`src/inc/cmbs_pkg.sv`:
```
// Constants, types and register map of the CAN message buffer store.
// Assumes a 32-bit Avalon-MM slave port and one 40 MHz system clock.
package cmbs_pkg;

    // Structure of the buffer store.
    localparam int NUM_TXBUF = 3;
    localparam int NUM_PAYLOAD = 8;
    localparam int ADDR_W = 8;
    localparam int DATA_W = 32;
    localparam int IDX_W = 6;
    localparam int PRIORITY_VALUE_W = 8;
    localparam int STAMP_W = 16;
    localparam int DLC_W = 4;
    localparam int BCNT_W = 4;
    localparam int BUF_W = 2;
    localparam int BYTE_W = 8;
    localparam int CTRL_W = 2;
    localparam int CLK_MHZ = 40;

    // Register indexes; the byte address is four times the index.
    localparam logic [IDX_W-1:0] IDX_PAYLOAD0 = 6'h04;
    localparam logic [IDX_W-1:0] IDX_PAYLOAD7 = 6'h0b;
    localparam logic [IDX_W-1:0] IDX_FRAME_LENGTH = 6'h0c;
    localparam logic [IDX_W-1:0] IDX_LOCAL_PRIORITY_VALUE = 6'h0d;
    localparam logic [IDX_W-1:0] IDX_STAMP_HIGH = 6'h0e;
    localparam logic [IDX_W-1:0] IDX_STAMP_LOW = 6'h0f;
    localparam logic [IDX_W-1:0] IDX_FRAME_KIND = 6'h10;
    localparam logic [IDX_W-1:0] IDX_TX_FLAG = 6'h20;
    localparam logic [IDX_W-1:0] IDX_TX_SELECT = 6'h21;
    localparam logic [IDX_W-1:0] IDX_CONTROL = 6'h22;
    localparam logic [IDX_W-1:0] IDX_IRQ_STATUS = 6'h23;
    localparam logic [IDX_W-1:0] IDX_IRQ_ENABLE = 6'h24;
    localparam logic [IDX_W-1:0] IDX_IRQ_CLEAR = 6'h25;

    // Field positions.
    localparam int CTRL_INIT_BIT = 0;
    localparam int CTRL_TIME_BIT = 1;
    localparam int KIND_REMOTE_BIT = 0;
    localparam int STAMP_HIGH_LSB = 8;

    // Reset values and fixed codes.
    localparam logic [PRIORITY_VALUE_W-1:0] PRIORITY_VALUE_RESET = 8'h00;
    localparam logic [NUM_TXBUF-1:0] TXE_RESET = 3'h7;
    localparam logic [CTRL_W-1:0] CTRL_RESET = 2'h1;
    localparam logic [DLC_W-1:0] DLC_MAX_BYTES = 4'h8;
    localparam logic [NUM_TXBUF-1:0] ONE_HOT_LSB = 3'h1;
    localparam logic [STAMP_W-1:0] STAMP_ZERO = 16'h0000;
    localparam logic [BCNT_W-1:0] BCNT_ONE = 4'h1;

    // Transmit sequencer states.
    typedef enum logic [1:0] {
        CMBS_TX_IDLE = 2'b01,
        CMBS_TX_BUSY = 2'b10
    } cmbs_tx_state_t;

    // Frame description handed to the protocol engine at start of frame.
    typedef struct packed {
        logic [BUF_W-1:0] bufnum;
        logic [DLC_W-1:0] length_code;
        logic remote;
        logic [BCNT_W-1:0] byte_count;
    } cmbs_tx_desc_t;

endpackage

```
`src/hw/cmbs_buffer_store.sv`:
```
// Message buffer store of a CAN controller: three transmit buffers with
// payload, length code, frame kind, local priority and time stamp, the
// scheduler that picks the next buffer, and a free-running stamp timer.
// Assumes an Avalon-MM master on the register port and a protocol engine
// on the same clock that requests frames and bytes with one-cycle pulses.
//
// Notes on behaviour
// - Each buffer holds eight payload bytes; only length-code many, eight at most, are sent.
// - Length code 0..8 gives that many bytes; field is bits 3..0.
// - Remote frames send the programmed length code but no payload bytes.
// - Buffers with empty flag cleared compete right before each start of frame.
// - The competitor with the numerically smallest local priority wins.
// - Equal smallest priorities go to the lowest buffer index.
// - Priority resets to zero; access only when selected buffer is empty.
// - With stamping on, the timer value is stored after a valid frame end.
// - Stamp timer counts bit ticks, wraps silently, clears in init mode.
// - The 16-bit stamp is read-only, high byte and low byte.
// - Three independent transmit buffers allow back-to-back frames.
// - Frame kind bit 0 sends a data frame, 1 a remote frame.
// - Software clears the empty flag; success sets it again.
`timescale 1ns/100ps

module cmbs_buffer_store (
    input wire logic CLK,
    input wire logic ARST_N,
    input wire logic [cmbs_pkg::ADDR_W-1:0] AVS_ADDRESS,
    input wire logic AVS_READ,
    input wire logic AVS_WRITE,
    input wire logic [cmbs_pkg::DATA_W-1:0] AVS_WRITEDATA,
    input wire logic [3:0] AVS_BYTEENABLE,
    output logic [cmbs_pkg::DATA_W-1:0] AVS_READDATA,
    output logic AVS_WAITREQUEST,
    input wire logic TX_SOF_REQ,
    input wire logic TX_BYTE_REQ,
    input wire logic TX_DONE,
    input wire logic TX_FAIL,
    input wire logic RX_EOF_OK,
    input wire logic BIT_TICK,
    output cmbs_pkg::cmbs_tx_desc_t TX_DESC,
    output logic TX_VALID,
    output logic [cmbs_pkg::BYTE_W-1:0] TX_BYTE,
    output logic TX_BYTE_VALID,
    output logic [cmbs_pkg::STAMP_W-1:0] RX_STAMP,
    output logic RX_STAMP_VALID,
    output logic [cmbs_pkg::NUM_TXBUF-1:0] TX_EMPTY,
    output logic IRQ
);
    import cmbs_pkg::*;

    localparam int N = NUM_TXBUF;

    logic [N-1:0][NUM_PAYLOAD-1:0][BYTE_W-1:0] payload_reg;
    logic [N-1:0][DLC_W-1:0] length_reg;
    logic [N-1:0][PRIORITY_VALUE_W-1:0] priority_value_reg;
    logic [N-1:0][STAMP_W-1:0] stamp_reg;
    logic [N-1:0] remote_reg;
    logic [N-1:0] txe_reg, txe_next, sel_reg, irq_stat_reg, irq_stat_next, irq_en_reg;
    logic [CTRL_W-1:0] ctrl_reg;
    logic [STAMP_W-1:0] timer_reg;
    cmbs_tx_state_t state_reg;
    logic [BUF_W-1:0] act_reg;
    logic [BCNT_W-1:0] sent_reg;
    logic waitreq_reg;
    logic [DATA_W-1:0] rdata_reg;
    logic [BYTE_W-1:0] rd_val;
    logic [N-1:0] sel_mask, done_set, flag_clr, irq_clr;
    logic arb_valid, arb_bad_less, arb_bad_tie;
    logic [BUF_W-1:0] arb_idx;

    // Index of the lowest set bit; used for the select window only.
    function automatic logic [BUF_W-1:0] first_set(input logic [N-1:0] v);
        first_set = '0;
        for (int i = N - 1; i >= 0; i--) begin
            if (v[i]) begin
                first_set = BUF_W'(i);
            end
        end
    endfunction

    // Bytes that go on the bus; codes above eight still mean eight bytes.
    function automatic logic [BCNT_W-1:0] bytes_for(input logic [DLC_W-1:0] len,
                                                   input logic remote);
        if (remote) begin
            bytes_for = '0;
        end else if (len > DLC_MAX_BYTES) begin
            bytes_for = BCNT_W'(DLC_MAX_BYTES);
        end else begin
            bytes_for = BCNT_W'(len);
        end
    endfunction

    wire [IDX_W-1:0] idx = AVS_ADDRESS[ADDR_W-1:2];
    wire [BYTE_W-1:0] wd = AVS_WRITEDATA[BYTE_W-1:0];
    wire wr_go = AVS_WRITE && !waitreq_reg && AVS_BYTEENABLE[0];
    wire [BUF_W-1:0] sel_idx = first_set(sel_reg);
    wire sel_ok = |sel_reg;
    wire win_ok = sel_ok && txe_reg[sel_idx];
    wire init_mode = ctrl_reg[CTRL_INIT_BIT];
    wire time_en = ctrl_reg[CTRL_TIME_BIT];
    wire busy = (state_reg == CMBS_TX_BUSY);
    wire start = (state_reg == CMBS_TX_IDLE) && TX_SOF_REQ && !init_mode && arb_valid;
    wire tx_ok = busy && TX_DONE;
    wire [IDX_W-1:0] pl_off = idx - IDX_PAYLOAD0;

    assign AVS_READDATA = rdata_reg;
    assign AVS_WAITREQUEST = waitreq_reg;
    assign TX_EMPTY = txe_reg;

    // Scheduler over all non-empty buffers.
    cmbs_tx_arbiter #(
        .N(N),
        .PW(PRIORITY_VALUE_W),
        .IW(BUF_W)
    ) u_arb (
        .ready(~txe_reg),
        .priority_value(priority_value_reg),
        .win_valid(arb_valid),
        .win_idx(arb_idx)
    );

    // Each access waits one cycle so that read data come from a register.
    always_ff @(posedge CLK or negedge ARST_N) begin
        if (!ARST_N) begin
            waitreq_reg <= 1'b1;
            rdata_reg <= '0;
        end else begin
            waitreq_reg <= !((AVS_READ || AVS_WRITE) && waitreq_reg);
            if (AVS_READ && waitreq_reg) begin
                rdata_reg <= {{(DATA_W - BYTE_W){1'b0}}, rd_val};
            end
        end
    end

    // Read decode; unmapped words, and priority and stamps through a closed window, read as zero.
    always_comb begin
        rd_val = '0;
        if (idx >= IDX_PAYLOAD0 && idx <= IDX_PAYLOAD7) begin
            if (sel_ok) begin
                rd_val = payload_reg[sel_idx][pl_off[2:0]];
            end
        end else if (idx == IDX_FRAME_LENGTH) begin
            if (sel_ok) begin
                rd_val = BYTE_W'(length_reg[sel_idx]);
            end
        end else if (idx == IDX_LOCAL_PRIORITY_VALUE) begin
            if (win_ok) begin
                rd_val = priority_value_reg[sel_idx];
            end
        end else if (idx == IDX_STAMP_HIGH) begin
            if (win_ok) begin
                rd_val = stamp_reg[sel_idx][STAMP_W-1:STAMP_HIGH_LSB];
            end
        end else if (idx == IDX_STAMP_LOW) begin
            if (win_ok) begin
                rd_val = stamp_reg[sel_idx][STAMP_HIGH_LSB-1:0];
            end
        end else if (idx == IDX_FRAME_KIND) begin
            if (sel_ok) begin
                rd_val = BYTE_W'(remote_reg[sel_idx]);
            end
        end else if (idx == IDX_TX_FLAG) begin
            rd_val = BYTE_W'(txe_reg);
        end else if (idx == IDX_TX_SELECT) begin
            rd_val = BYTE_W'(sel_reg);
        end else if (idx == IDX_CONTROL) begin
            rd_val = BYTE_W'(ctrl_reg);
        end else if (idx == IDX_IRQ_STATUS) begin
            rd_val = BYTE_W'(irq_stat_reg);
        end else if (idx == IDX_IRQ_ENABLE) begin
            rd_val = BYTE_W'(irq_en_reg);
        end
    end

    // Buffer contents change only through an open window, so a buffer that
    // waits for or is in transmission cannot be altered under the engine.
    always_ff @(posedge CLK or negedge ARST_N) begin
        if (!ARST_N) begin
            payload_reg <= '0;
            length_reg <= '0;
            priority_value_reg <= {N{PRIORITY_VALUE_RESET}};
            remote_reg <= '0;
        end else if (wr_go && win_ok) begin
            if (idx >= IDX_PAYLOAD0 && idx <= IDX_PAYLOAD7) begin
                payload_reg[sel_idx][pl_off[2:0]] <= wd;
            end else if (idx == IDX_FRAME_LENGTH) begin
                length_reg[sel_idx] <= wd[DLC_W-1:0];
            end else if (idx == IDX_LOCAL_PRIORITY_VALUE) begin
                priority_value_reg[sel_idx] <= wd;
            end else if (idx == IDX_FRAME_KIND) begin
                remote_reg[sel_idx] <= wd[KIND_REMOTE_BIT];
            end
        end
    end

    // Selecting picks the lowest requested buffer that is empty, or none.
    assign sel_mask = wd[N-1:0] & txe_reg;

    always_ff @(posedge CLK or negedge ARST_N) begin
        if (!ARST_N) begin
            sel_reg <= '0;
            ctrl_reg <= CTRL_RESET;
            irq_en_reg <= '0;
        end else if (wr_go) begin
            if (idx == IDX_TX_SELECT) begin
                sel_reg <= sel_mask & (~sel_mask + ONE_HOT_LSB);
            end else if (idx == IDX_CONTROL) begin
                ctrl_reg <= wd[CTRL_W-1:0];
            end else if (idx == IDX_IRQ_ENABLE) begin
                irq_en_reg <= wd[N-1:0];
            end
        end
    end

    // Empty flags and completion status: a success in the same cycle as a
    // software clear wins, so no completion is ever lost.
    always_comb begin
        done_set = tx_ok ? (ONE_HOT_LSB << act_reg) : '0;
        flag_clr = (wr_go && idx == IDX_TX_FLAG) ? wd[N-1:0] : '0;
        irq_clr = (wr_go && idx == IDX_IRQ_CLEAR) ? wd[N-1:0] : '0;
        txe_next = (txe_reg & ~flag_clr) | done_set;
        irq_stat_next = (irq_stat_reg & ~irq_clr) | done_set;
    end

    always_ff @(posedge CLK or negedge ARST_N) begin
        if (!ARST_N) begin
            txe_reg <= TXE_RESET;
            irq_stat_reg <= '0;
            IRQ <= 1'b0;
        end else begin
            txe_reg <= txe_next;
            irq_stat_reg <= irq_stat_next;
            IRQ <= |(irq_stat_reg & irq_en_reg);
        end
    end

    // Stamp timer on the bit tick; it wraps with no overrun indication.
    always_ff @(posedge CLK or negedge ARST_N) begin
        if (!ARST_N) begin
            timer_reg <= STAMP_ZERO;
        end else if (init_mode) begin
            timer_reg <= STAMP_ZERO;
        end else if (BIT_TICK) begin
            timer_reg <= timer_reg + 1'b1;
        end
    end

    // Stamps are taken right after a valid end of frame.
    always_ff @(posedge CLK or negedge ARST_N) begin
        if (!ARST_N) begin
            stamp_reg <= '0;
            RX_STAMP <= STAMP_ZERO;
            RX_STAMP_VALID <= 1'b0;
        end else begin
            RX_STAMP_VALID <= RX_EOF_OK && time_en;
            if (tx_ok && time_en) begin
                stamp_reg[act_reg] <= timer_reg;
            end
            if (RX_EOF_OK && time_en) begin
                RX_STAMP <= timer_reg;
            end
        end
    end

    // Frame sequencer. A failed attempt returns to idle with the buffer still
    // pending, so the next start of frame schedules afresh.
    always_ff @(posedge CLK or negedge ARST_N) begin
        if (!ARST_N) begin
            state_reg <= CMBS_TX_IDLE;
            act_reg <= '0;
            TX_VALID <= 1'b0;
            TX_DESC <= '0;
        end else begin
            case (state_reg)
                CMBS_TX_IDLE: begin
                    if (start) begin
                        state_reg <= CMBS_TX_BUSY;
                        act_reg <= arb_idx;
                        TX_VALID <= 1'b1;
                        TX_DESC.bufnum <= arb_idx;
                        TX_DESC.length_code <= length_reg[arb_idx];
                        TX_DESC.remote <= remote_reg[arb_idx];
                        TX_DESC.byte_count <= bytes_for(length_reg[arb_idx], remote_reg[arb_idx]);
                    end
                end
                CMBS_TX_BUSY: begin
                    if (TX_DONE || TX_FAIL) begin
                        state_reg <= CMBS_TX_IDLE;
                        TX_VALID <= 1'b0;
                    end
                end
                default: begin
                    state_reg <= CMBS_TX_IDLE;
                    TX_VALID <= 1'b0;
                end
            endcase
        end
    end

    // Payload stream; requests beyond the byte count get no valid byte.
    always_ff @(posedge CLK or negedge ARST_N) begin
        if (!ARST_N) begin
            sent_reg <= '0;
            TX_BYTE <= '0;
            TX_BYTE_VALID <= 1'b0;
        end else begin
            TX_BYTE_VALID <= 1'b0;
            if (start) begin
                sent_reg <= '0;
            end else if (busy && TX_BYTE_REQ && sent_reg < TX_DESC.byte_count) begin
                TX_BYTE <= payload_reg[act_reg][sent_reg[2:0]];
                TX_BYTE_VALID <= 1'b1;
                sent_reg <= sent_reg + BCNT_ONE;
            end
        end
    end

    // Reference check on the arbiter result for the assertions below.
    always_comb begin
        arb_bad_less = 1'b0;
        arb_bad_tie = 1'b0;
        for (int j = 0; j < N; j++) begin
            if (!txe_reg[j] && priority_value_reg[j] < priority_value_reg[arb_idx]) begin
                arb_bad_less = 1'b1;
            end
            if (!txe_reg[j] && priority_value_reg[j] == priority_value_reg[arb_idx] && BUF_W'(j) < arb_idx) begin
                arb_bad_tie = 1'b1;
            end
        end
    end

    a_byte_limit: assert property (
        @(posedge CLK) disable iff (!ARST_N)
        TX_BYTE_VALID |-> sent_reg <= TX_DESC.byte_count && sent_reg != '0)
        else $error("More payload bytes sent than the length code allows.");

    a_length_map: assert property (
        @(posedge CLK) disable iff (!ARST_N)
        $rose(TX_VALID) && !TX_DESC.remote |->
        TX_DESC.byte_count == ((TX_DESC.length_code > DLC_MAX_BYTES) ?
            BCNT_W'(DLC_MAX_BYTES) : BCNT_W'(TX_DESC.length_code)))
        else $error("Byte count does not follow the length code.");

    a_remote_nodata: assert property (
        @(posedge CLK) disable iff (!ARST_N)
        TX_VALID && TX_DESC.remote |-> TX_DESC.byte_count == '0 ##1 !TX_BYTE_VALID)
        else $error("Remote frame carries payload bytes.");

    a_sched_pending: assert property (
        @(posedge CLK) disable iff (!ARST_N)
        start |=> TX_VALID && !txe_reg[TX_DESC.bufnum] && TX_DESC.bufnum == $past(arb_idx))
        else $error("Scheduled buffer was not a pending one.");

    a_priority_value_smallest: assert property (
        @(posedge CLK) disable iff (!ARST_N)
        arb_valid |-> !arb_bad_less && !txe_reg[arb_idx])
        else $error("A pending buffer with smaller priority lost.");

    a_priority_value_tie: assert property (
        @(posedge CLK) disable iff (!ARST_N)
        arb_valid |-> !arb_bad_tie)
        else $error("Priority tie not won by the lowest index.");

    a_priority_value_locked: assert property (
        @(posedge CLK) disable iff (!ARST_N)
        wr_go && idx == IDX_LOCAL_PRIORITY_VALUE && !win_ok |=> $stable(priority_value_reg))
        else $error("Priority changed through a closed window.");

    a_stamp_take: assert property (
        @(posedge CLK) disable iff (!ARST_N)
        tx_ok && time_en |=>
        stamp_reg[$past(act_reg)] == $past(timer_reg) && txe_reg[$past(act_reg)])
        else $error("Stamp not taken at successful frame end.");

    a_timer_init: assert property (
        @(posedge CLK) disable iff (!ARST_N)
        init_mode ##1 init_mode |-> timer_reg == STAMP_ZERO)
        else $error("Stamp timer runs in initialization mode.");

    a_stamp_ro: assert property (
        @(posedge CLK) disable iff (!ARST_N)
        wr_go && (idx == IDX_STAMP_HIGH || idx == IDX_STAMP_LOW) && !tx_ok |=> $stable(stamp_reg))
        else $error("Stamp register changed by a write.");

    a_empty_set: assert property (
        @(posedge CLK) disable iff (!ARST_N)
        busy && TX_DONE |=> txe_reg[$past(act_reg)] && !TX_VALID ##1 !TX_BYTE_VALID)
        else $error("Empty flag not set after successful transmission.");

endmodule

```
`src/hw/cmbs_tx_arbiter.sv`:
```
// Local priority arbiter over the transmit buffers.
// Assumes the caller samples its result right before start of frame.
`timescale 1ns/100ps

module cmbs_tx_arbiter #(
    parameter int N = cmbs_pkg::NUM_TXBUF,
    parameter int PW = cmbs_pkg::PRIORITY_VALUE_W,
    parameter int IW = cmbs_pkg::BUF_W
) (
    input wire logic [N-1:0] ready,
    input wire logic [N-1:0][PW-1:0] priority_value,
    output logic win_valid,
    output logic [IW-1:0] win_idx
);

    logic [PW-1:0] best;

    // Ascending scan with a strict compare, so an equal value never displaces
    // an earlier buffer and the lowest index wins a tie.
    always_comb begin
        win_valid = 1'b0;
        win_idx = '0;
        best = '0;
        for (int i = 0; i < N; i++) begin
            if (ready[i] && (!win_valid || priority_value[i] < best)) begin
                win_valid = 1'b1;
                win_idx = IW'(i);
                best = priority_value[i];
            end
        end
    end

endmodule

```
`config.mk`:
```
export PLATFORM = sky130hd
export DESIGN_NAME = cmbs_buffer_store
export DESIGN_NICKNAME = d
export VERILOG_FILES = /design/src/inc/cmbs_pkg.sv /design/src/hw/cmbs_buffer_store.sv /design/src/hw/cmbs_tx_arbiter.sv
export SDC_FILE = /design/constraint.sdc
export NUM_CORES = 1
export LEC_CHECK = 0
export ABC_AREA = 1
export BUFFER_PORTS_ARGS = -buffer_cell sky130_fd_sc_hd__buf_2
export CAP_MARGIN = 5
export CELL_PAD_IN_SITES_DETAIL_PLACEMENT = 1
export CELL_PAD_IN_SITES_GLOBAL_PLACEMENT = 2
export CORE_MARGIN = 4
export CORE_UTILIZATION = 35
export CTS_CLUSTER_DIAMETER = 150
export DETAILED_ROUTE_END_ITERATION = 8
export PLACE_DENSITY_LB_ADDON = 0.1
export SLEW_MARGIN = 10
export SYNTH_ARGS = -nofsm -noshare
export SYNTH_HDL_FRONTEND = slang
export SYNTH_SLANG_ARGS = --single-unit
```
`constraint.sdc`:
```
create_clock -name CLK -period 7.9 [get_ports CLK]
set_input_delay 0.395 -clock CLK [delete_from_list [all_inputs] [get_ports CLK]]
set_output_delay 0.395 -clock CLK [all_outputs]
set_load 0.005 [all_outputs]
```
# After elaboration in Yosys (flattened, before gate mapping)

Cells that the tools add are included.

Div/mod/pow operators: 0
Shift-type cells: 1
Equality and inequality tests: 15
Muxes and demuxes: 83
Order comparisons: 14
$add $sub $neg: 4
Bitwise operators: 17
Reductions and logical operators: 45
Multiply operators: 0

Operator list:

| cell                                                            | count |
|---|---|
| 64-bit binary-select mux with 2-bit select                      | 2 |
| 192-bit bitwise mux                                             | 1 |
| 64-bit 2-to-1 mux                                               | 3 |
| 8-bit 2-to-1 mux                                                | 17 |
| 64-bit demux with 2-bit select                                  | 1 |
| 16-bit 2-to-1 mux                                               | 4 |
| 8-bit binary-select mux with 3-bit select                       | 2 |
| 48-bit bitwise mux                                              | 1 |
| 6-bit == test, second input constant                            | 6 |
| 16-bit binary-select mux with 2-bit select                      | 1 |
| 16-bit demux with 2-bit select                                  | 1 |
| 4-bit 2-to-1 mux                                                | 8 |
| 24-bit bitwise mux                                              | 1 |
| 8-bit demux with 3-bit select                                   | 1 |
| 6-bit by 4-bit == test with 1-bit output, second input constant | 4 |
| 3-bit 2-to-1 mux                                                | 8 |
| 1-bit logical AND                                               | 22 |
| 16-bit by 1-bit adder with 16-bit output, second input constant | 1 |
| 4-bit binary-select mux with 2-bit select                       | 2 |
| 8-bit binary-select mux with 2-bit select                       | 1 |
| 8-bit demux with 2-bit select                                   | 1 |
| 8-bit < comparator                                              | 2 |
| 3-bit bitwise AND                                               | 5 |
| 1-bit 2-to-1 mux                                                | 13 |
| other kinds (36)                                                | 71 |

Register bits: 363
Input bits: 54
Memories kept: 0
Word-level logic and storage cells: 233
Latch bits: 0
ROM bits: 0
Output and inout bits: 75
Memory bits (writable): 0

# Depth between registers and ports, before layout

Gate-level depths: netlist of run 1.

Depth in word-level cells: 15
Depth in mapped cells: 30
Gate-level depth less buffers: 27

# By module

A second synthesis of run 1 with hierarchy kept.

Cell total of the unflattened synthesis: 2454
Area total of the unflattened synthesis: 18585.3 µm²

Modules (own cells, without submodules):

| module            | area an instance (µm²) | instances | sequential area each (µm²) | cells an instance |
|---|---|---|---|---|
| cmbs_buffer_store | 18059.8                | 1         | 9066.2                     | 2368 |
| cmbs_tx_arbiter   | 525.5                  | 1         | 0.0                        | 86 |

# Least setup slack after synthesis of run 1

No wires, ideal clock.

Path type: register -> register
Start point: register txe_reg[0] (netlist: TX_EMPTY[0])
End point: register TX_DESC[0] (netlist name)
Path slack: 4369 ps
Setup time: 66 ps
Clock period less this slack: 3531 ps
Required time: 7834 ps
Path buffers: 3
Data arrival time: 3465 ps
Stages on the path, launching flop included: 25
Cell sequence: dfstp_2 > inv_2 > buf_4 > nand2_1 > ha_1 > nand2_1 > o21a_1 > nand2_1 > nand2_1 > nand2_1 > clkbuf_1 > clkbuf_1 > o21ai_0 > ha_1 > a21oi_1 > nor2_1 > a211oi_1 > nand2_1 > nand2_1 > nand2_1 > nand2_1 > nand2_1 > nor2_1 > nand2_1 > nand2_1

Cells in the longest elaborated chain, start to end: 15
Elaborated cells between the ends (all ways): 25
Classes of those cells: order compare (3); mux (13); bitwise (1); reduce/logical (8)

Ends and longest elaborated chain:

| what                                                    | RTL line                 | RTL |
|---|---|---|
| from (decl)                                             | cmbs_buffer_store.sv:57  | `logic [N-1:0] txe_reg, txe_next, sel_reg, irq_stat_reg, irq_stat_next, irq_en_reg;` |
| from (signal assigned)                                  | cmbs_buffer_store.sv:230 | `txe_reg <= txe_next;` |
| 3-bit inverter (*)                                      | cmbs_buffer_store.sv:115 | `.ready(~txe_reg),` |
| 8-bit 2-to-1 mux or 1-bit 2-to-1 mux (tied branches)    | cmbs_tx_arbiter.sv:25    | `if (ready[i] && (!win_valid \|\| priority_value[i] < best)) begin` |
| 8-bit < comparator or 1-bit logical NOT (tied branches) | cmbs_tx_arbiter.sv:25    |  |
| 1-bit logical OR                                        | cmbs_tx_arbiter.sv:25    |  |
| 1-bit logical AND                                       | cmbs_tx_arbiter.sv:25    |  |
| 8-bit 2-to-1 mux or 1-bit 2-to-1 mux (tied branches)    | cmbs_tx_arbiter.sv:25    |  |
| 8-bit < comparator or 1-bit logical NOT (tied branches) | cmbs_tx_arbiter.sv:25    |  |
| 1-bit logical OR                                        | cmbs_tx_arbiter.sv:25    |  |
| 1-bit logical AND                                       | cmbs_tx_arbiter.sv:25    |  |
| 2-bit 2-to-1 mux                                        | cmbs_tx_arbiter.sv:25    |  |
| 4-bit binary-select mux with 2-bit select               | cmbs_buffer_store.sv:282 | `TX_DESC.byte_count <= bytes_for(length_reg[arb_idx], remote_reg[arb_idx]);` |
| 4-bit 2-to-1 mux (implied by the code)                  | cmbs_buffer_store.sv:282 |  |
| 4-bit greater-than comparator                           | cmbs_buffer_store.sv:85  | `end else if (len > DLC_MAX_BYTES) begin` |
| 4-bit 2-to-1 mux                                        | cmbs_buffer_store.sv:85  |  |
| 4-bit 2-to-1 mux                                        | cmbs_buffer_store.sv:83  | `if (remote) begin` |
| to (decl)                                               | cmbs_buffer_store.sv:39  | `output cmbs_pkg::cmbs_tx_desc_t TX_DESC,` |

Mark *: on every way between the ends. The rest lies on a longest branch, timed or not. The select of a mux whose other input is x is not followed.
A chain may end at the register's enable or synchronous reset.

# Worst setup path in the final report of run 1

Start point: register txe_reg[0] (netlist: TX_EMPTY[0])
End point: register TX_DESC[1] (netlist name)

The elaborated chain is that of the path after synthesis.

==> summary.log, run 1 <==
[cts] clock-pin slew of the registers on the worst-case setup and hold paths 0.06 ns
[grt] total grt overflow 0
[critical_path] Worst R2R Setup Slack 3.49 ns
[run_status] result of the run finished clean
[detailed_routing] WL final 71400 um
[floorplanning] Core Box Area 0.0517 mm2
[sta] Total Negative Setup Slacks 0 ns
[pwr] sw power 1.86 mW
[cts] post-cts sizing count 0
[detailed_routing] Routed met1 length 31900 um
[cts] maximum root-to-sink buffer count 3
[min_path] end point of the most critical hold path sel_reg[2]$_DFFE_PN0P_
[sta] Fmax achieved 227 MHz
[grt] first-pass GRT wire length 108000 um
[critical_path] class of the most critical setup path reg -> reg
[detailed_routing] Post-DRT Antenna Nets 0
[sta] # setup viols final 0
[sta] share of the cycle needed by the critical path after routing 55.9%
[cts] maximum level of the CTS H-tree 2
[sta] unrepaired setup endpoints after global routing false
[critical_path] critical path data required time 8.40 ns
[cells_and_area] proportion of layout cells with a drive suffix above 1 8.63%
[detailed_routing] DR top layer met4
[detailed_routing] detailed-route via count 16924
[sta] max-slew headroom at the worst pin 14.5%
[critical_path] reg2reg path depth 21
[critical_path] end of the worst register-to-register path TX_DESC[1]$_DFFE_PN0P_
[yosys] Cell Area, Synth 0.0184 mm2
[detailed_routing] Starting DRT DRC Count 1352
[placement] quantity of I/O buffers inserted on ports 75
[sta] final hold violation count 0
[pwr] Internal Pwr Total 3.51 mW
[pwr] Gate power share 22.7%
[grt] total global-route track usage 24.9%
[cts] insertion delay to the later sink of the worst-skew pair 0.58 ns
[grt] via count of the first global-routing pass 17426
[sta] shortest period the worst path allows 4.41 ns
[sta] Worst-Margin Slew 1.28 ns
[floorplanning] die outline width 238 um
[pwr] Switching Share 34.7%
[min_path] hold depth 3
[pwr] power share of the sequential group 39.0%
[yosys] post-synth top area share 48.3%
[yosys] cell taking the most area after synthesis dfrtp_1
[placement] half-perimeter wire length of the detailed placement result 47600 um
[detailed_routing] Routed met2 length 33100 um
[cells_and_area] Register Area 0.00907 mm2
[critical_path] Critical Path Start Type flop
[cells_and_area] flip-flop count of the largest register after layout 192
[yosys] number of enable flip-flop cells after synthesis 0
[cells_and_area] Finished Cell Area 0.0208 mm2
[critical_path] source of the worst register-to-register timing path TX_EMPTY[0]$_DFF_PN1_
[floorplanning] full die area 0.0564 mm2
[yosys] cells taking the most area after synthesis dfrtp_1 48%, nand2_1 14%, o21ai_0 9.6%, inv_1 3.5%, nand3_1 2.4%
[floorplanning] Top-Level Pins 129
[placement] Routability Congestion 0.876
[cells_and_area] number of fill cells 6214
[grt] pin count of the biggest net entering global routing 155
[pwr] Peak supply drop 0.000160 V
[critical_path] sort of element at the end of the critical path flop
[detailed_routing] met3 WL post-DR 3990 um
[cts] Sink Count 362
[yosys] fraction of synthesis flops using an asynchronous set or reset pin 100%
[yosys] count of yosys warnings during synthesis 0
[min_path] hold path startpoint AVS_WRITEDATA[2]
[floorplanning] Vert. Die Dim 238 um
[critical_path] critical-path maximum fanout 25
[cts] Num CTS Buffers 45
[sta] Slew Viols, Final 0
[grt] antenna violations before repair 0
[cells_and_area] Total Nets Final 2435
[yosys] number of library cell types mapped by synthesis 52
[cells_and_area] layout overhead on the synthesized area 12.7%
[cts] CTS Root Cell clkbuf_16
[cells_and_area] multi-input gate area in the final layout 0.00808 mm2
[critical_path] Arrival @ worst endpoint 4.92 ns
[detailed_routing] vias per cell 5.50
[pwr] clock network fraction of total power 38.3%
[floorplanning] starting utilization of the core area 35.7%
[yosys] fraction of the yosys area taken by sequential cells 49.2%
[placement] Placement Cell Area 0.0193 mm2
[pwr] leakage component of the power 9.21 nW
[yosys] most common flop cell mapped by yosys dfrtp_1
[sta] worst clock skew 0.0156 ns
[detailed_routing] total iterations of the first detailed-routing run 5
[detailed_routing] Wirelength per Cell 23.2 um
[cells_and_area] Antenna diodes 0
[cts] TritonCTS clock tree yes
[floorplanning] Row Count 83
[detailed_routing] # DRC 0
[yosys] number of instances in the synthesized netlist 2340
[yosys] Seq cells post-synth 362
[yosys] Avg Inst Size Synth 7.88 um2
[run] Max-cap violations 0
[pwr] pwr dens 258 mW/mm2
[min_path] worst hold-check path type in -> reg
critical path, stage by stage (launching register included):
cell and delay (ns):
dfstp_2 0.66, inv_2 0.16, nand2_1 0.11, ha_1 0.25
a21oi_1 0.17, o21a_1 0.14, nand2_1 0.06, nand2_1 0.10
nand2_1 0.54, o21ai_0 0.43, ha_1 0.30, a21oi_1 0.15
nor2_1 0.06, a211oi_1 0.20, nand2_1 0.10, nand2_1 0.19
nand2_1 0.16, nand2_1 0.09, nand2_1 0.09, nor2_1 0.22
nand2_1 0.09, nand2_1 0.07
cell usage in the layout, fill, tap and decap left out, types with 4 or more instances in the layout:
cell type,Yosys,layout
conb_1,1,24
buf_2,0,74
o211ai_1,35,35
o21ai_1,65,65
a22oi_1,14,14
nand4_1,11,11
a22o_1,6,6
buf_4,29,28
nor3_1,15,15
o31ai_1,5,5
ha_1,19,19
dfstp_2,6,6
o21ai_0,355,355
nor4_1,6,6
nor2_2,2,5
clkbuf_16,0,47
a211oi_1,4,4
inv_1,171,171
clkbuf_8,0,10
nand2_1,683,683
clkinv_2,0,10
nor2_1,117,112
dfrtp_1,356,356
o21a_1,4,4
clkbuf_1,117,15
a221oi_1,4,4
o221ai_1,42,42
o2111ai_1,7,7
o22ai_1,14,14
clkinv_1,6,6
a21oi_1,87,87
nand3_1,90,90
a31oi_1,23,23
nand2_4,8,8
cells by family after synthesis:
group                    Yosys count  share of synthesized area, %
adder cells (fa/ha/maj)           19                          1.29
flip-flops                       362                          49.2
multiplexers                       3                         0.163
AO/OA/AOI/OAI                    678                          21.0
buffers and inverters            337                          7.63
AND/OR/NAND/NOR                  940                          20.8
other                              1                        0.0203
final cells by class:
class,instances,share of cell area [%]
tap,680,4.09
sequential,362,43.6
clock inverter,11,0.403
timing repair buffer,107,3.11
inverter,182,3.31
clock buffer,72,6.59
multi-input combinational,1664,38.9
power groups by stage:
stage	Sequential, mW	Combinational (mW)	Clock [mW]
2_1_floorplan	2.09	0.678	0
3_3_place_gp	2.12	1.19	0
3_5_place_dp	2.12	1.21	0
4_1_cts	2.09	1.22	2.11
5_1_grt	2.11	1.34	2.19
6_report	2.09	1.22	2.06
per-layer routing:
metal	track usage, %	up-vias
li1	-	7880
met1	33.7	8496
met2	40.3	425
met3	4.39	123
met4	8.95	0
met5	0	-
what timing repair did:
| item | 4_1_cts | 5_1_grt |
|---|---|---|
| hold buffers | 3 | 0 |
| endpoints found under the setup margin | 0 | 0 |
| buffers inserted | 0 | 0 |
| endpoints found under the hold margin | 88 | 0 |
per-stage QoR:
step	hold WS (ns)	power [mW]	setup slack, ns	cells	util, %
global placement	0.460	3.31	3.61	2992	37.3
floorplan	0.0994	2.77	4.37	2363	-
CTS	0.0636	5.42	3.54	3078	40.2
global route	0.0894	5.63	3.08	3078	40.2
detailed placement	0.468	3.34	3.55	2992	37.3
finish	0.102	5.37	3.49	3078	40.2
worst max path at each step:
stage,from,end,slack [ns]
after floorplan,TX_EMPTY[0]$_DFF_PN1_,TX_DESC[0]$_DFFE_PN0P_,4.37
after global placement,TX_EMPTY[0]$_DFF_PN1_,TX_DESC[1]$_DFFE_PN0P_,3.61
after detailed placement,TX_EMPTY[0]$_DFF_PN1_,TX_DESC[1]$_DFFE_PN0P_,3.55
after CTS,TX_EMPTY[0]$_DFF_PN1_,TX_DESC[1]$_DFFE_PN0P_,3.54
after global routing,TX_EMPTY[0]$_DFF_PN1_,TX_DESC[1]$_DFFE_PN0P_,3.08
final,TX_EMPTY[0]$_DFF_PN1_,TX_DESC[1]$_DFFE_PN0P_,3.49
cells in the mapped netlist (all sizes together), types with 2 or more instances:
| master | instances |
|---|---|
| nor4 | 6 |
| a31oi | 23 |
| o31ai | 5 |
| dfrtp | 356 |
| ha | 19 |
| o21ai | 421 |
| nor3 | 16 |
| nand2 | 693 |
| o22ai | 14 |
| clkbuf | 117 |
| nand4 | 11 |
| a22oi | 14 |
| o2111ai | 7 |
| nand3 | 90 |
| clkinv | 6 |
| o211ai | 36 |
| mux2i | 3 |
| buf | 38 |
| a211oi | 4 |
| dfstp | 6 |
| o21a | 4 |
| o311ai | 2 |
| a22o | 6 |
| a2111oi | 2 |
| a221oi | 4 |
| a21oi | 87 |
| inv | 176 |
| o221ai | 42 |
| nor2 | 122 |
No activity file was read; power rests on OpenSTA's default activity.
==> inputs of run 2 (changes only) <==
--- a/config.mk
+++ b/config.mk
@@ -11,7 +11,7 @@
 export CELL_PAD_IN_SITES_DETAIL_PLACEMENT = 1
 export CELL_PAD_IN_SITES_GLOBAL_PLACEMENT = 2
 export CORE_MARGIN = 4
-export CORE_UTILIZATION = 35
+export CORE_UTILIZATION = 33
 export CTS_CLUSTER_DIAMETER = 150
 export DETAILED_ROUTE_END_ITERATION = 8
 export PLACE_DENSITY_LB_ADDON = 0.1
==> constraint.sdc (replaced) <==
create_clock -name CLK -period 3.6 [get_ports CLK]
set_input_delay 0.18 -clock CLK [delete_from_list [all_inputs] [get_ports CLK]]
set_output_delay 0.18 -clock CLK [all_outputs]
set_load 0.005 [all_outputs]
==> run 2 against run 1 <==
Maximum frequency rose by 35%. Cell count up 3.6%. Combinational power rose by 130%. Die area grew 5.9%. Worst setup slack got worse by 3.2 ns. First-iteration DRC count fell by 20%. Clock skew grew 0.0058 ns. Clock power is 130% higher. Flip-flop and latch count stayed put. Largest cell class unchanged.
==> summary.log, run 2 (synthesis results as in run 1) <==
[critical_path] end of the worst register-to-register path TX_DESC[1]$_DFFE_PN0P_
[sta] max-slew headroom at the worst pin 22.9% [+8.4 points]
[cells_and_area] Finished Cell Area 0.0214 mm2 [+2.8%]
[sta] unrepaired setup endpoints after global routing false
[cts] clock-pin slew of the registers on the worst-case setup and hold paths 0.06 ns [about the same]
[run] Max-cap violations 0 [unchanged]
[cells_and_area] flip-flop count of the largest register after layout 192 [unchanged]
[cts] number of setup buffers added after CTS 0 [unchanged]
[grt] first-pass GRT wire length 112000 um [+3.0%]
[critical_path] source of the worst register-to-register timing path TX_EMPTY[0]$_DFF_PN1_
[floorplanning] Core Box Area 0.0552 mm2 [+6.7%]
[critical_path] class of the most critical setup path reg -> reg
[detailed_routing] vias per cell 5.34 [-2.8%]
[sta] # setup viols final 0 [unchanged]
[detailed_routing] # DRC 0 [unchanged]
[cells_and_area] leading cell type in the layout, fill and taps excluded nand2_1
[cts] Sink Count 362 [unchanged]
[floorplanning] Vert. Die Dim 244 um [+2.9%]
[pwr] power consumption 12.2 mW [+130%]
[floorplanning] starting utilization of the core area 33.4% [-2.3 points]
[grt] via count of the first global-routing pass 17698 [+1.6%]
[sta] Worst-Margin Slew 1.16 ns [-0.126 ns]
[placement] half-perimeter wire length of the detailed placement result 50700 um [+6.7%]
[min_path] hold depth 6 [+3]
[cells_and_area] final design utilization 38.7% [-1.5 points]
[floorplanning] Top-Level Pins 129 [unchanged]
[min_path] worst hold-check path type in -> reg
[critical_path] reg2reg path depth 24 [+14%]
[cts] TritonCTS clock tree yes
[cts] maximum level of the CTS H-tree 2 [unchanged]
[sta] Fmax achieved 305 MHz [+35%]
[critical_path] Arrival @ worst endpoint 3.75 ns [-1.17 ns]
[placement] quantity of I/O buffers inserted on ports 75 [unchanged]
[critical_path] worst stage delay on the critical path 0.54 ns [-0.12 ns]
[cts] insertion delay to the later sink of the worst-skew pair 0.59 ns [about the same]
[critical_path] sort of element at the end of the critical path flop
[critical_path] cell type of the slowest stage on the worst timing path dfstp_2
[cells_and_area] layout overhead on the synthesized area 15.9%
[detailed_routing] Wirelength per Cell 23.0 um [-0.98%]
[sta] worst clock skew 0.0214 ns [+0.00580 ns]
[critical_path] CP most frequent cell nand2_1
[detailed_routing] Starting DRT DRC Count 1079 [-20%]
[placement] Placement Cell Area 0.0197 mm2 [+2.0%]
[grt] antenna violations before repair 0 [unchanged]
[detailed_routing] WL final 73300 um [+2.6%]
[grt] pin count of the biggest net entering global routing 82 [-47%]
[cts] CTS Root Cell clkbuf_16
[cts] Num CTS Buffers 46 [+2.2%]
[cells_and_area] Total Nets Final 2475 [+1.6%]
[cells_and_area] proportion of layout cells with a drive suffix above 1 10.5% [+1.9 points]
[run_status] result of the run finished clean
[detailed_routing] Post-DRT Antenna Nets 0 [unchanged]
[sta] shortest period the worst path allows 3.27 ns [-1.14 ns]
[pwr] leakage component of the power 9.47 nW [+2.8%]
[critical_path] critical path data required time 4.07 ns [-4.33 ns]
[detailed_routing] total iterations of the first detailed-routing run 5 [unchanged]
[critical_path] critical-path maximum fanout 11 [-56%]
[floorplanning] Row Count 86 [+3.6%]
[grt] total grt overflow 0 [unchanged]
[floorplanning] die outline width 244 um [+2.9%]
[placement] Routability Congestion 0.859 [-1.9%]
[critical_path] Critical Path, Cell by Cell inv_2 -> nand2_1 -> ha_1 -> a21oi_1 -> nand2_1 -> nand2_1 -> nand2_1 -> nand2_2 -> nand2_4 -> buf_4 -> nand2_1 -> o21ai_1 -> ha_1 -> nand2_1 -> nor2_1 -> a211oi_1 -> nand2_1 -> nand2_1 -> buf_4 -> nand3_1 -> nand2_1 -> nor2_2 -> nand2_1 -> nand2_1
[critical_path] Critical Path Start Type flop
[pwr] Peak supply drop 0.000306 V [+91%]
[sta] final hold violation count 0 [unchanged]
[sta] Total Negative Setup Slacks 0 ns [unchanged]
[min_path] hold path startpoint AVS_BYTEENABLE[0]
[detailed_routing] detailed-route via count 17041 [+0.69%]
[critical_path] Worst R2R Setup Slack 0.33 ns [-3.16 ns]
[pwr] pwr dens 570 mW/mm2 [+120%]
[min_path] end point of the most critical hold path TX_EMPTY[1]$_DFF_PN1_
[sta] WHS 0.130 ns [+0.0272 ns]
[cells_and_area] commonest non-fill, non-tap cells in the layout 680 x nand2_1, 356 x dfrtp_1, 354 x o21ai_0, 168 x inv_1, 110 x nor2_1
[floorplanning] full die area 0.0597 mm2 [+5.9%]
[grt] total global-route track usage 24.4% [-0.52 points]
[sta] Slew Viols, Final 0 [unchanged]
[sta] share of the cycle needed by the critical path after routing 91.0% [+35 points]
[cts] maximum root-to-sink buffer count 3 [unchanged]
-- run 2: worst max-delay path: cells and delay by family (launching register included) --
kind	cells	cell delay, ns
flops	1	0.54
buf+inv	3	0.42
simple gates	16	1.25
fa+ha+maj	2	0.53
compound gates	3	0.41
-- run 2: per-stage QoR --
stage,instances,setup slack (ns)
final,3189,0.325
after global routing,3188,0.00485
after CTS,3188,0.0907
after detailed placement,3092,0.0172
after global placement,3092,0.123
after floorplan,2363,0.0692
-- run 2: worst max path at each step --
stage                                         to  cells after the start                   from
after detailed placement  TX_DESC[1]$_DFFE_PN0P_                     22  TX_EMPTY[0]$_DFF_PN1_
after CTS                 TX_DESC[1]$_DFFE_PN0P_                     22  TX_EMPTY[0]$_DFF_PN1_
after floorplan           TX_DESC[0]$_DFFE_PN0P_                     24  TX_EMPTY[0]$_DFF_PN1_
final                     TX_DESC[1]$_DFFE_PN0P_                     24  TX_EMPTY[0]$_DFF_PN1_
after global placement    TX_DESC[1]$_DFFE_PN0P_                     22  TX_EMPTY[0]$_DFF_PN1_
after global routing      TX_DESC[1]$_DFFE_PN0P_                     22  TX_EMPTY[0]$_DFF_PN1_
-- run 2: cell type report --
cell class / count / area (um2)
Timing Repair Buffer: 146 / 1020
Clock buffer: 63 / 1320
Sequential cell: 362 / 9070
Multi-Input combinational cell: 1664 / 8100
Clock inverter: 23 / 244
Inverter: 182 / 687
Tap cell: 748 / 936
Fill cell: 6653 / 33800
Antenna cell: 1 / 2.50
-- run 2: what timing repair did --
| item | 4_1_cts | 5_1_grt |
|---|---|---|
| setup endpoints to repair | 1 | 7 |
| endpoints found under the hold margin | 85 | 0 |
| resized for setup | 1 | 6 |
| hold buffers | 10 | 0 |
| pin swaps | 0 | 1 |
-- run 2: power breakdown --
group	leakage, nW	switching, mW	internal [mW]	total [mW]
combinational	3.77	2.05	0.780	2.83
sequential	4.92	0.235	4.35	4.59
clock	0.784	1.91	2.85	4.76
total	9.47	4.19	7.99	12.2
-- run 2: layer usage --
metal,vias up,wire length (um),GRT usage [%]
li1,7973,-,-
met1,8566,33700,33.5
met2,370,33700,39.6
met3,132,3230,3.34
met4,0,2630,8.59
met5,-,0,0
